==> src/tic_pkg.sv <==
// shared constants and types of the control input conditioner
package tic_pkg;
	// clock and sampling
	localparam int TIC_CLK_HZ = 25_000_000;
	localparam int TIC_SAMPLE_MS = 50;
	localparam int TIC_STABLE_MS = 100;
	localparam int TIC_EDGE_MS = 200;
	localparam int TIC_MAX_TOGGLE_HZ = 10;
	localparam int TIC_TICK_CYCLES = TIC_CLK_HZ / 1000 * TIC_SAMPLE_MS;
	localparam int TIC_SAMPLES_STABLE = TIC_STABLE_MS / TIC_SAMPLE_MS;

	// register byte offsets
	localparam logic [3:0] TIC_CTRL_OFS = 4'h0;
	localparam logic [3:0] TIC_STATUS_OFS = 4'h4;
	localparam logic [3:0] TIC_EDGES_OFS = 4'h8;

	// control register fields
	localparam int TIC_MODE_LSB = 0;
	localparam int TIC_MODE_W = 4;
	localparam int TIC_DIRPOL_BIT = 4;
	localparam int TIC_ALARM_BIT = 8;
	localparam int TIC_EDIT_BIT = 9;

	// status register fields
	localparam int TIC_ST_TRIG_BIT = 0;
	localparam int TIC_ST_DIR_BIT = 1;
	localparam int TIC_ST_EVT_BIT = 2;
	localparam int TIC_ST_INFUSE_BIT = 3;
	localparam int TIC_ST_KNOWN_BIT = 4;

	// reset values
	localparam logic [3:0] TIC_MODE_RST = 4'hC;
	localparam logic TIC_DIRPOL_RST = 1'b0;
	localparam logic TIC_INFUSE_RST = 1'b1;

	// trigger mode encodings
	localparam logic [3:0] TIC_FOOT_TOGGLE_FALLING = 4'h0;
	localparam logic [3:0] TIC_FOOT_HOLD_MODE = 4'h1;
	localparam logic [3:0] TIC_FOOT_TOGGLE_RISING = 4'h2;
	localparam logic [3:0] TIC_GATE_HIGH_RUNS = 4'h3;
	localparam logic [3:0] TIC_BEGIN_ONLY_FALLING = 4'h4;
	localparam logic [3:0] TIC_BEGIN_ONLY_RISING = 4'h5;
	localparam logic [3:0] TIC_HALT_ONLY_FALLING = 4'h6;
	localparam logic [3:0] TIC_HALT_ONLY_RISING = 4'h7;
	localparam logic [3:0] TIC_RUN_ON_LOW_INPUT = 4'h8;
	localparam logic [3:0] TIC_RUN_ON_HIGH_INPUT = 4'h9;
	localparam logic [3:0] TIC_HALT_ON_LOW_INPUT = 4'hA;
	localparam logic [3:0] TIC_HALT_ON_HIGH_INPUT = 4'hB;
	localparam logic [3:0] TIC_TRIGGER_DISABLED = 4'hC;

	// direction setting
	localparam logic TIC_DIRECTION_FALLING_INFUSES = 1'b0;
	localparam logic TIC_DIRECTION_FALLING_WITHDRAWS = 1'b1;

	// filtered view of one input
	typedef struct packed {
		logic known;
		logic level;
		logic rise;
		logic fall;
	} tic_filt_type;
endpackage

==> src/tic_filter.sv <==
// synchroniser, sampling filter and edge detector for one control input
`timescale 1ns/10ps
module tic_filter (
	// clock and reset
	input wire logic clk_i,
	input wire logic rst_n_i,
	// sampling enable
	input wire logic tick_i,
	// raw pin
	input wire logic pin_i,
	// filtered result
	output tic_pkg::tic_filt_type filt_o
);
	logic sync1;
	logic sync2;
	logic prev;
	logic have_prev;
	tic_pkg::tic_filt_type filt;
	logic next_prev;
	logic next_have_prev;
	tic_pkg::tic_filt_type next_filt;

	always_comb begin
		next_prev = prev;
		next_have_prev = have_prev;
		next_filt = filt;
		next_filt.rise = 1'b0;
		next_filt.fall = 1'b0;
		if (tick_i) begin
			next_prev = sync2;
			next_have_prev = 1'b1;
			// two agreeing samples make a level
			if (have_prev && sync2 == prev) begin
				next_filt.known = 1'b1;
				next_filt.level = sync2;
				// first level after reset has nothing to compare with
				if (filt.known && sync2 != filt.level) begin
					next_filt.rise = sync2;
					next_filt.fall = ~sync2;
				end
			end
		end
	end

	always_ff @(posedge clk_i or negedge rst_n_i) begin
		if (!rst_n_i) begin
			sync1 <= 1'b1;
			sync2 <= 1'b1;
			prev <= 1'b1;
			have_prev <= 1'b0;
			filt <= '{known: 1'b0, level: 1'b1, rise: 1'b0, fall: 1'b0};
		end else begin
			sync1 <= pin_i;
			sync2 <= sync1;
			prev <= next_prev;
			have_prev <= next_have_prev;
			filt <= next_filt;
		end
	end

	assign filt_o = filt;
endmodule

==> src/tic_conditioner.sv <==
// control input conditioner: filters, trigger decode and register slave
`timescale 1ns/10ps
module tic_conditioner #(
	parameter int TICK_CYCLES = tic_pkg::TIC_TICK_CYCLES
) (
	// clock and reset
	input wire logic ref_clk_i,
	input wire logic nrst_i,
	// control pins
	input wire logic trig_pin_i,
	input wire logic dir_pin_i,
	input wire logic event_pin_i,
	// avalon-mm slave
	input wire logic [3:0] avs_address_i,
	input wire logic avs_read_i,
	input wire logic avs_write_i,
	input wire logic [31:0] avs_writedata_i,
	output logic [31:0] avs_readdata_o,
	output logic avs_waitrequest_o,
	// requests to the pumping program
	output logic key_toggle_o,
	output logic begin_req_o,
	output logic halt_req_o,
	output logic infuse_o,
	output logic event_level_o
);
	logic rst_s1;
	logic rst_n;
	logic [31:0] tick_cnt;
	logic tick;
	tic_pkg::tic_filt_type trig_f;
	tic_pkg::tic_filt_type dir_f;
	tic_pkg::tic_filt_type evt_f;

	// reset release through two flops
	always_ff @(posedge ref_clk_i or negedge nrst_i) begin
		if (!nrst_i) begin
			rst_s1 <= 1'b0;
			rst_n <= 1'b0;
		end else begin
			rst_s1 <= 1'b1;
			rst_n <= rst_s1;
		end
	end

	// sample tick divider
	logic [31:0] next_tick_cnt;
	logic next_tick;
	always_comb begin
		next_tick = 1'b0;
		next_tick_cnt = tick_cnt + 32'h1;
		if (tick_cnt >= 32'(TICK_CYCLES - 1)) begin
			next_tick_cnt = 32'h0;
			next_tick = 1'b1;
		end
	end
	always_ff @(posedge ref_clk_i or negedge rst_n) begin
		if (!rst_n) begin
			tick_cnt <= 32'h0;
			tick <= 1'b0;
		end else begin
			tick_cnt <= next_tick_cnt;
			tick <= next_tick;
		end
	end

	tic_filter u_trig (
		.clk_i(ref_clk_i),
		.rst_n_i(rst_n),
		.tick_i(tick),
		.pin_i(trig_pin_i),
		.filt_o(trig_f)
	);
	tic_filter u_dir (
		.clk_i(ref_clk_i),
		.rst_n_i(rst_n),
		.tick_i(tick),
		.pin_i(dir_pin_i),
		.filt_o(dir_f)
	);
	// same filter as the other inputs
	tic_filter u_evt (
		.clk_i(ref_clk_i),
		.rst_n_i(rst_n),
		.tick_i(tick),
		.pin_i(event_pin_i),
		.filt_o(evt_f)
	);

	// register slave
	logic [3:0] trigger_mode_setting;
	logic dir_pol;
	logic alarm_active;
	logic keypad_editing;
	logic [15:0] trig_edges;
	logic [15:0] dir_edges;
	logic [3:0] next_mode;
	logic next_dir_pol;
	logic next_alarm;
	logic next_edit;
	logic [31:0] next_rdata;
	logic next_wait;
	logic req;
	logic done;

	assign req = avs_read_i || avs_write_i;
	assign done = req && !avs_waitrequest_o;

	always_comb begin
		next_mode = trigger_mode_setting;
		next_dir_pol = dir_pol;
		next_alarm = alarm_active;
		next_edit = keypad_editing;
		next_rdata = avs_readdata_o;
		// one wait cycle per access, then the answer
		next_wait = !(req && avs_waitrequest_o);
		if (done && avs_write_i && avs_address_i == tic_pkg::TIC_CTRL_OFS) begin
			next_mode = avs_writedata_i[tic_pkg::TIC_MODE_LSB +: tic_pkg::TIC_MODE_W];
			next_dir_pol = avs_writedata_i[tic_pkg::TIC_DIRPOL_BIT];
			next_alarm = avs_writedata_i[tic_pkg::TIC_ALARM_BIT];
			next_edit = avs_writedata_i[tic_pkg::TIC_EDIT_BIT];
		end
		if (req && avs_waitrequest_o && avs_read_i) begin
			next_rdata = 32'h0;
			unique case (avs_address_i)
				tic_pkg::TIC_CTRL_OFS: begin
					next_rdata[tic_pkg::TIC_MODE_LSB +: tic_pkg::TIC_MODE_W] = trigger_mode_setting;
					next_rdata[tic_pkg::TIC_DIRPOL_BIT] = dir_pol;
					next_rdata[tic_pkg::TIC_ALARM_BIT] = alarm_active;
					next_rdata[tic_pkg::TIC_EDIT_BIT] = keypad_editing;
				end
				tic_pkg::TIC_STATUS_OFS: begin
					next_rdata[tic_pkg::TIC_ST_TRIG_BIT] = trig_f.level;
					next_rdata[tic_pkg::TIC_ST_DIR_BIT] = dir_f.level;
					next_rdata[tic_pkg::TIC_ST_EVT_BIT] = evt_f.level;
					next_rdata[tic_pkg::TIC_ST_INFUSE_BIT] = infuse_o;
					next_rdata[tic_pkg::TIC_ST_KNOWN_BIT] = trig_f.known && dir_f.known
						&& evt_f.known;
				end
				tic_pkg::TIC_EDGES_OFS: next_rdata = {dir_edges, trig_edges};
				default: next_rdata = 32'h0;
			endcase
		end
	end

	always_ff @(posedge ref_clk_i or negedge rst_n) begin
		if (!rst_n) begin
			trigger_mode_setting <= tic_pkg::TIC_MODE_RST;
			dir_pol <= tic_pkg::TIC_DIRPOL_RST;
			alarm_active <= 1'b0;
			keypad_editing <= 1'b0;
			avs_readdata_o <= 32'h0;
			avs_waitrequest_o <= 1'b1;
		end else begin
			trigger_mode_setting <= next_mode;
			dir_pol <= next_dir_pol;
			alarm_active <= next_alarm;
			keypad_editing <= next_edit;
			avs_readdata_o <= next_rdata;
			avs_waitrequest_o <= next_wait;
		end
	end

	// trigger and direction decode
	logic ignore;
	logic next_key;
	logic next_begin;
	logic next_halt;
	logic next_infuse;
	logic next_evt;
	logic [15:0] next_trig_edges;
	logic [15:0] next_dir_edges;

	assign ignore = alarm_active || keypad_editing;

	always_comb begin
		next_key = 1'b0;
		next_begin = 1'b0;
		next_halt = 1'b0;
		next_infuse = infuse_o;
		next_evt = evt_f.level;
		next_trig_edges = trig_edges + {15'h0, trig_f.rise || trig_f.fall};
		next_dir_edges = dir_edges + {15'h0, dir_f.rise || dir_f.fall};
		if (!ignore) begin
			// key emulation per mode
			unique case (trigger_mode_setting)
				tic_pkg::TIC_FOOT_TOGGLE_FALLING: next_key = trig_f.fall;
				tic_pkg::TIC_FOOT_TOGGLE_RISING: next_key = trig_f.rise;
				tic_pkg::TIC_FOOT_HOLD_MODE: begin
					next_begin = trig_f.fall;
					next_halt = trig_f.rise;
				end
				tic_pkg::TIC_GATE_HIGH_RUNS: begin
					next_begin = trig_f.rise;
					next_halt = trig_f.fall;
				end
				tic_pkg::TIC_BEGIN_ONLY_FALLING: next_begin = trig_f.fall;
				tic_pkg::TIC_BEGIN_ONLY_RISING: next_begin = trig_f.rise;
				tic_pkg::TIC_HALT_ONLY_FALLING: next_halt = trig_f.fall;
				tic_pkg::TIC_HALT_ONLY_RISING: next_halt = trig_f.rise;
				// level modes repeat each tick while the level holds
				tic_pkg::TIC_RUN_ON_LOW_INPUT: next_begin = tick && trig_f.known && !trig_f.level;
				tic_pkg::TIC_RUN_ON_HIGH_INPUT: next_begin = tick && trig_f.known && trig_f.level;
				tic_pkg::TIC_HALT_ON_LOW_INPUT: next_halt = tick && trig_f.known && !trig_f.level;
				tic_pkg::TIC_HALT_ON_HIGH_INPUT: next_halt = tick && trig_f.known && trig_f.level;
				default: next_key = 1'b0;
			endcase
			// direction mapping
			if (dir_f.fall) begin
				next_infuse = (dir_pol == tic_pkg::TIC_DIRECTION_FALLING_INFUSES);
			end else if (dir_f.rise) begin
				next_infuse = (dir_pol == tic_pkg::TIC_DIRECTION_FALLING_WITHDRAWS);
			end
		end
	end

	always_ff @(posedge ref_clk_i or negedge rst_n) begin
		if (!rst_n) begin
			key_toggle_o <= 1'b0;
			begin_req_o <= 1'b0;
			halt_req_o <= 1'b0;
			infuse_o <= tic_pkg::TIC_INFUSE_RST;
			event_level_o <= 1'b1;
			trig_edges <= 16'h0;
			dir_edges <= 16'h0;
		end else begin
			key_toggle_o <= next_key;
			begin_req_o <= next_begin;
			halt_req_o <= next_halt;
			infuse_o <= next_infuse;
			event_level_o <= next_evt;
			trig_edges <= next_trig_edges;
			dir_edges <= next_dir_edges;
		end
	end
endmodule

==> config.mk <==
export PLATFORM = sky130hd
export DESIGN_NAME = tic_conditioner
export DESIGN_NICKNAME = d
export VERILOG_FILES = /design/src/tic_pkg.sv /design/src/tic_filter.sv /design/src/tic_conditioner.sv
export SDC_FILE = /design/constraint.sdc
export NUM_CORES = 1
export LEC_CHECK = 0
export ABC_CLOCK_PERIOD_IN_PS = 11200
export BUFFER_PORTS_ARGS = -buffer_cell sky130_fd_sc_hd__buf_2
export CAP_MARGIN = 30
export CORE_ASPECT_RATIO = 1.25
export CORE_MARGIN = 5
export CORE_UTILIZATION = 30
export CTS_CLUSTER_SIZE = 25
export DETAILED_ROUTE_END_ITERATION = 10
export PLACE_DENSITY = 0.52
export SYNTH_ARGS = -nofsm -noshare
export SYNTH_HDL_FRONTEND = slang
export SYNTH_SLANG_ARGS = --single-unit
==> constraint.sdc <==
create_clock -name ref_clk_i -period 11.2 [get_ports ref_clk_i]
set_input_delay 0.56 -clock ref_clk_i [delete_from_list [all_inputs] [get_ports ref_clk_i]]
set_output_delay 0.56 -clock ref_clk_i [all_outputs]
set_load 0.02 [all_outputs]
# --- Yosys cells after proc, flatten, opt, wreduce, memory -nomap -nowiden ---
# Index checks and enable logic that the tools add are counted.
totals:
  reg_bits: 132
  latchBits: 0
  mem_bits_rw: 0
  romBits: 0
  in_bits: 43
  output_inout_bits: 38
  elab_cells: 116
  mem_count: 0
classes:
  add_sub_neg: 3
  n_mul: 0
  div: 0
  n_lt_le_gt_ge: 1
  eq_ne: 18
  shifts: 0
  mux: 20
  bitwise: 4
  n_reduce_logical: 33
op_table:
  columns: ["cell", "count"]
  rows:
  - ["adder 16 x 1 -> 16 bit", 2]
  - ["adder 32 x 1 -> 32 bit, second input constant", 1]
  - ["greater-or-equal comparator 32 x 21 -> 1 bit, second input constant", 1]
  - ["two-way mux 32 bit", 1]
  - ["two-way mux 22 bit", 1]
  - ["== test 4 x 3 -> 1 bit, second input constant", 5]
  - ["== test 4 bit, second input constant", 5]
  - ["logical AND 1 bit", 15]
  - ["one-hot mux 5 bit (3 select lines)", 1]
  - ["two-way mux 2 bit", 6]
  - ["== test 4 x 2 -> 1 bit, second input constant", 2]
  - ["zero test 4 bit", 2]
  - ["one-hot mux 1 bit (4 select lines)", 2]
  - ["AND reduction 2 bit", 4]
  - ["OR reduction 2 bit", 4]
  - ["two-way mux 1 bit", 6]
  - ["== test 4 x 1 -> 1 bit, second input constant", 1]
  - ["logical OR 1 bit", 4]
  - ["NOT 1 bit", 4]
  - ["one-hot mux 2 bit (2 select lines)", 1]
  - ["== test 1 bit", 3]
  - ["zero test 1 bit", 3]
  - ["two-way mux 3 bit", 1]
  - ["inequality test 1 bit", 2]
  - ["2 further kinds", 2]

# --- Depth between registers and ports, before layout ---
logic_depth:
  depth_word: 5
  depth_mapped: 7
  depth_no_buf: 7

# --- Cells and area by module ---
# From an unflattened synthesis, not the netlist that was laid out.
hier_totals:
  hier_cells: 445
  hier_area_um2: 5530.3
modules_own_cells:
  columns: ["module", "instances", "cells_each", "area_per_inst_um2", "seq_area_each_um2"]
  rows:
  - ["tic_conditioner", 1, 385, 4667.0, 2808.9]
  - ["tic_filter", 3, 20, 287.8, 205.2]

# --- Worst setup path before layout ---
# OpenSTA, ideal clock, no wires.
synth_path:
  path_kind: "input to register"
  startpoint: "input port avs_address_i[1]"
  endpoint: "register alarm_active"
  setup_ps: 125
  arrival_ps: 1850
  t_required_ps: 11075
  setup_slack_ps: 9226
  stages: 4
  n_path_buf: 1
  cell_sequence: "or3_1 or4b_1 buf_2 mux2_2"
synth_via:
  elab_chain_cells: 2
synth_rtl:
  columns: ["element", "line_no", "source"]
  rows:
  - ["start: declaration", "tic_conditioner.sv:14", "input wire logic [3:0] avs_address_i,"]
  - ["zero test 4 bit", "tic_conditioner.sv:117", "if (done && avs_write_i && avs_address_i == tic_pkg::TIC_CTRL_OFS) begin"]
  - ["logical AND 1 bit", "tic_conditioner.sv:117", null]
  - ["end signal: assignment", "tic_conditioner.sv:157", "alarm_active <= next_alarm;"]
  - ["end: declaration", "tic_conditioner.sv:93", "logic alarm_active;"]
# Every way passes these cells.
# A chain may end at the register's enable or synchronous reset.

# --- Worst setup path after layout ---
layout_path:
  startpoint: "register tick_cnt[10]"
  endpoint: "register tick_cnt[16]"
layout_via:
  elab_chain_cells: 2
  elab_cells_between_ends: 3
  classes_between: "1 x add/sub; 1 x order compare; 1 x mux"
layout_rtl:
  columns: ["element", "line_no", "source"]
  rows:
  - ["start: declaration", "tic_conditioner.sv:29", "logic [31:0] tick_cnt;"]
  - ["start signal: assignment", "tic_conditioner.sv:62", "tick_cnt <= next_tick_cnt;"]
  - ["adder 32 x 1 -> 32 bit / greater-or-equal comparator 32 x 21 -> 1 bit (equally long branches)", "tic_conditioner.sv:51, tic_conditioner.sv:52", null]
  - ["two-way mux 32 bit *", "tic_conditioner.sv:52", "if (tick_cnt >= 32'(TICK_CYCLES - 1)) begin"]
  - ["via next_tick_cnt[16]", "tic_conditioner.sv:47", "logic [31:0] next_tick_cnt;"]
# Mark *: on every way through the listed nets, which the timed path passes. The rest lies on a longest branch.

==> results.json <==
{
  "avgSynthCellArea_um2": 12.12,
  "first_global_vias": 3658,
  "yosysTopAreaCellShare_pct": 53.25,
  "gp_congestion": 0.7814,
  "critical_path_class": "reg2reg",
  "synth_ff_type": "dfrtp_1",
  "io-pin-count": 81,
  "layout_common_cells": "dfrtp_1 (114), buf_2 (55), nand2_1 (37)",
  "hold_class": "in2reg",
  "synth_edf_count": 0,
  "clkLatencyLatePin_ns": 0.41,
  "ys_ff_latch": 132,
  "fin_hold_ws_ns": 0.2469,
  "grt_first_pass_wirelength_um": 18570,
  "fin_area_mm2": 0.006640,
  "synth_warnings": 0,
  "grt_max_degree": 47,
  "antenna_left": 0,
  "fin_skew_ns": 0.005709,
  "clkPwrFrac_pct": 47.0,
  "min_period_ns": 2.409,
  "clock_path_buffers": 2,
  "post-route-util_pct": 37.11,
  "tightest_slew_ns": 0.7795,
  "clk_pin_slew_worst_paths_ns": 0.06,
  "first_pass_iters": 4,
  "antenna_found_initial": 0,
  "power_frac_comb_pct": 6.8,
  "grt.total_usage_pct": 11.12,
  "wl_per_cell_um": 14.32,
  "synth_area_leaders": "dfrtp_1 (53%), dfstp_2 (8.3%), a22o_1 (4.9%), xnor2_1 (4.4%), nand2_1 (2.6%)",
  "syn_to_final_growth_pct": 22.88,
  "peakVddDrop_uv": 98.66,
  "tns_ns": 0,
  "ys_seq_area_share_pct": 61.52,
  "maxSlewViolCount": 0,
  "synthesis.area_mm2": 0.005404,
  "clkSinkCount": 132,
  "htreeDepth": 4,
  "final_common_cell": "dfrtp_1",
  "grt_remaining_overflow": 0,
  "startpoint_type": "register",
  "fmax_ghz": 0.4150,
  "portBuffers": 55,
  "cts_setup_buffers": 0,
  "seqPwrFrac_pct": 46.2,
  "via_count": 3635,
  "swShare_pct": 24.14,
  "drive_gt1_share_pct": 24.11,
  "hpwl_um": 7686,
  "outcome": "finished clean",
  "max-cap-violations": 0,
  "hold_viol": 0,
  "p_int_uw": 925.2,
  "cts_buffers": 17,
  "rows": 55,
  "placed_cell_area_mm2": 0.006008,
  "via_per_inst": 4.764,
  "fp.dieW_um": 130.0,
  "setup_violations": 0,
  "crit_arrival_ns": 2.69,
  "slew_headroom_pct": 48.03,
  "antenna-diode-count": 0,
  "synthCells": 446,
  "power.switching_uw": 294.4,
  "drt-total-wl_um": 10930,
  "leakagePower_nw": 2.987,
  "synthArstFlopShare_pct": 100.0,
  "cts_tree": "built",
  "period_share_pct": 21.51,
  "dieArea_mm2": 0.02081,
  "start_util_pct": 30.20,
  "cts_root_buffer": "clkbuf_16",
  "fin_nets": 570,
  "power_density_mw_per_mm2": 183.7,
  "die_h_um": 160.1,
  "synth_top_area_cell": "dfrtp_1",
  "worstPathRequired_ns": 11.48,
  "rsz0062_at_grt": "false",
  "yosysUniqueCellTypes": 45,
  "fp.coreArea_mm2": 0.01789,
  "drt_iter0_drc": 189,
  "critPathMaxFanout": 13,
  "endpoint_kind": "register",
  "drc_errors": 0
}
-- logic make-up (layout without fill, tap and decap cells) --
kind of cell,count (synthesis),after routing,share of synthesized area (%)
simple gates,147,147,14.66
buf+inv,21,100,1.574
other cells,2,12,0.1390
compound gates,78,78,10.42
xor+xnor,42,42,6.807
fa+ha+maj,5,5,1.158
mux,19,19,3.728
flops,132,132,61.52
-- through the flow --
step / worst slack [ns] / std cells / power, mW
2_1_floorplan: 7.280 / 456 / 0.6196
3_3_place_gp: 8.803 / 728 / 0.6518
3_5_place_dp: 8.797 / 730 / 0.6566
6_report: 8.791 / 763 / 1.220
4_1_cts: 8.763 / 763 / 1.238
5_1_grt: 8.658 / 763 / 1.272
-- critical path: stages (launching register included) --
cell,delay (ns)
dfrtp_1,0.42
or4b_1,0.54
a211o_2,0.28
a21oi_1,0.63
buf_4,0.33
a211oi_1,0.08
-- routing by layer --
layer / track usage (%) / share of wire, %
met2: 17.60 / 49
met3: 3.714 / 5.7
met4: 3.544 / 1.1
met5: 0 / 0
met1: 14.28 / 45
-- power groups by stage --
stage                     sequential, mW  clock, mW  combinational (mW)
after global routing               0.570      0.607              0.0952
after detailed placement           0.572          0              0.0848
after floorplan                    0.569          0              0.0511
after global placement             0.570          0              0.0820
after CTS                          0.564      0.589              0.0856
final                              0.563      0.573              0.0831
-- sequential cells by signal, indices dropped and copies added, names as in the netlist, 2 cells and up --
register              count
avs_readdata_o           32
tick_cnt                 32
dir_edges                16
trig_edges               16
trigger_mode_setting      4
u_dir.filt_o              4
u_trig.filt_o             4
u_evt.filt_o              2
-- synthesized netlist by cell type (all sizes together) (3+ instances only) --
cell type and instances:
a211oi 7, a21o 3, a21oi 6, a22o 30, and3 7, buf 5
clkbuf 10, dfrtp 115, dfstp 17, ha 5, inv 6, mux2 9
mux2i 10, nand2 37, nand2b 3, nand3 20, nand4 11, nor2 15
nor3 20, nor3b 3, nor4 7, o21ai 25, or2 4, or3 7
xnor2 27, xor2 15
-- timing repair --
| action | 4_1_cts | 5_1_grt |
|---|---|---|
| hold buffers | 1 | 0 |
| endpoints found under the hold margin | 2 | 0 |
| gates resized for setup | 0 | 0 |
-- worst paths after layout --
check	slack [ns]	end	start	cells past startpoint
min in group asynchronous	0.33	tick_cnt[17]$_DFF_PN0_	rst_n$_DFF_PN0_	0
setup reg to reg	8.79	tick_cnt[16]$_DFF_PN0_	tick_cnt[10]$_DFF_PN0_	5
hold reg to reg	0.33	tick_cnt[17]$_DFF_PN0_	rst_n$_DFF_PN0_	0
max in group asynchronous	9.57	avs_waitrequest_o$_DFF_PN1_	rst_n$_DFF_PN0_	2
setup / recovery	8.79	tick_cnt[16]$_DFF_PN0_	tick_cnt[10]$_DFF_PN0_	5
hold / removal	0.25	u_trig.sync1$_DFF_PN1_	trig_pin_i	1
-- cell type report --
class,instances,area [µm²]
fill,1770,11250
sequential,132,3328
multi-input combinational,303,2032
clock buffer,21,470.5
timing repair buffer,62,350.3
tap,228,285.3
clock inverter,11,151.4
inverter,6,22.52
Note: power is estimated with default switching activity, not from simulation.
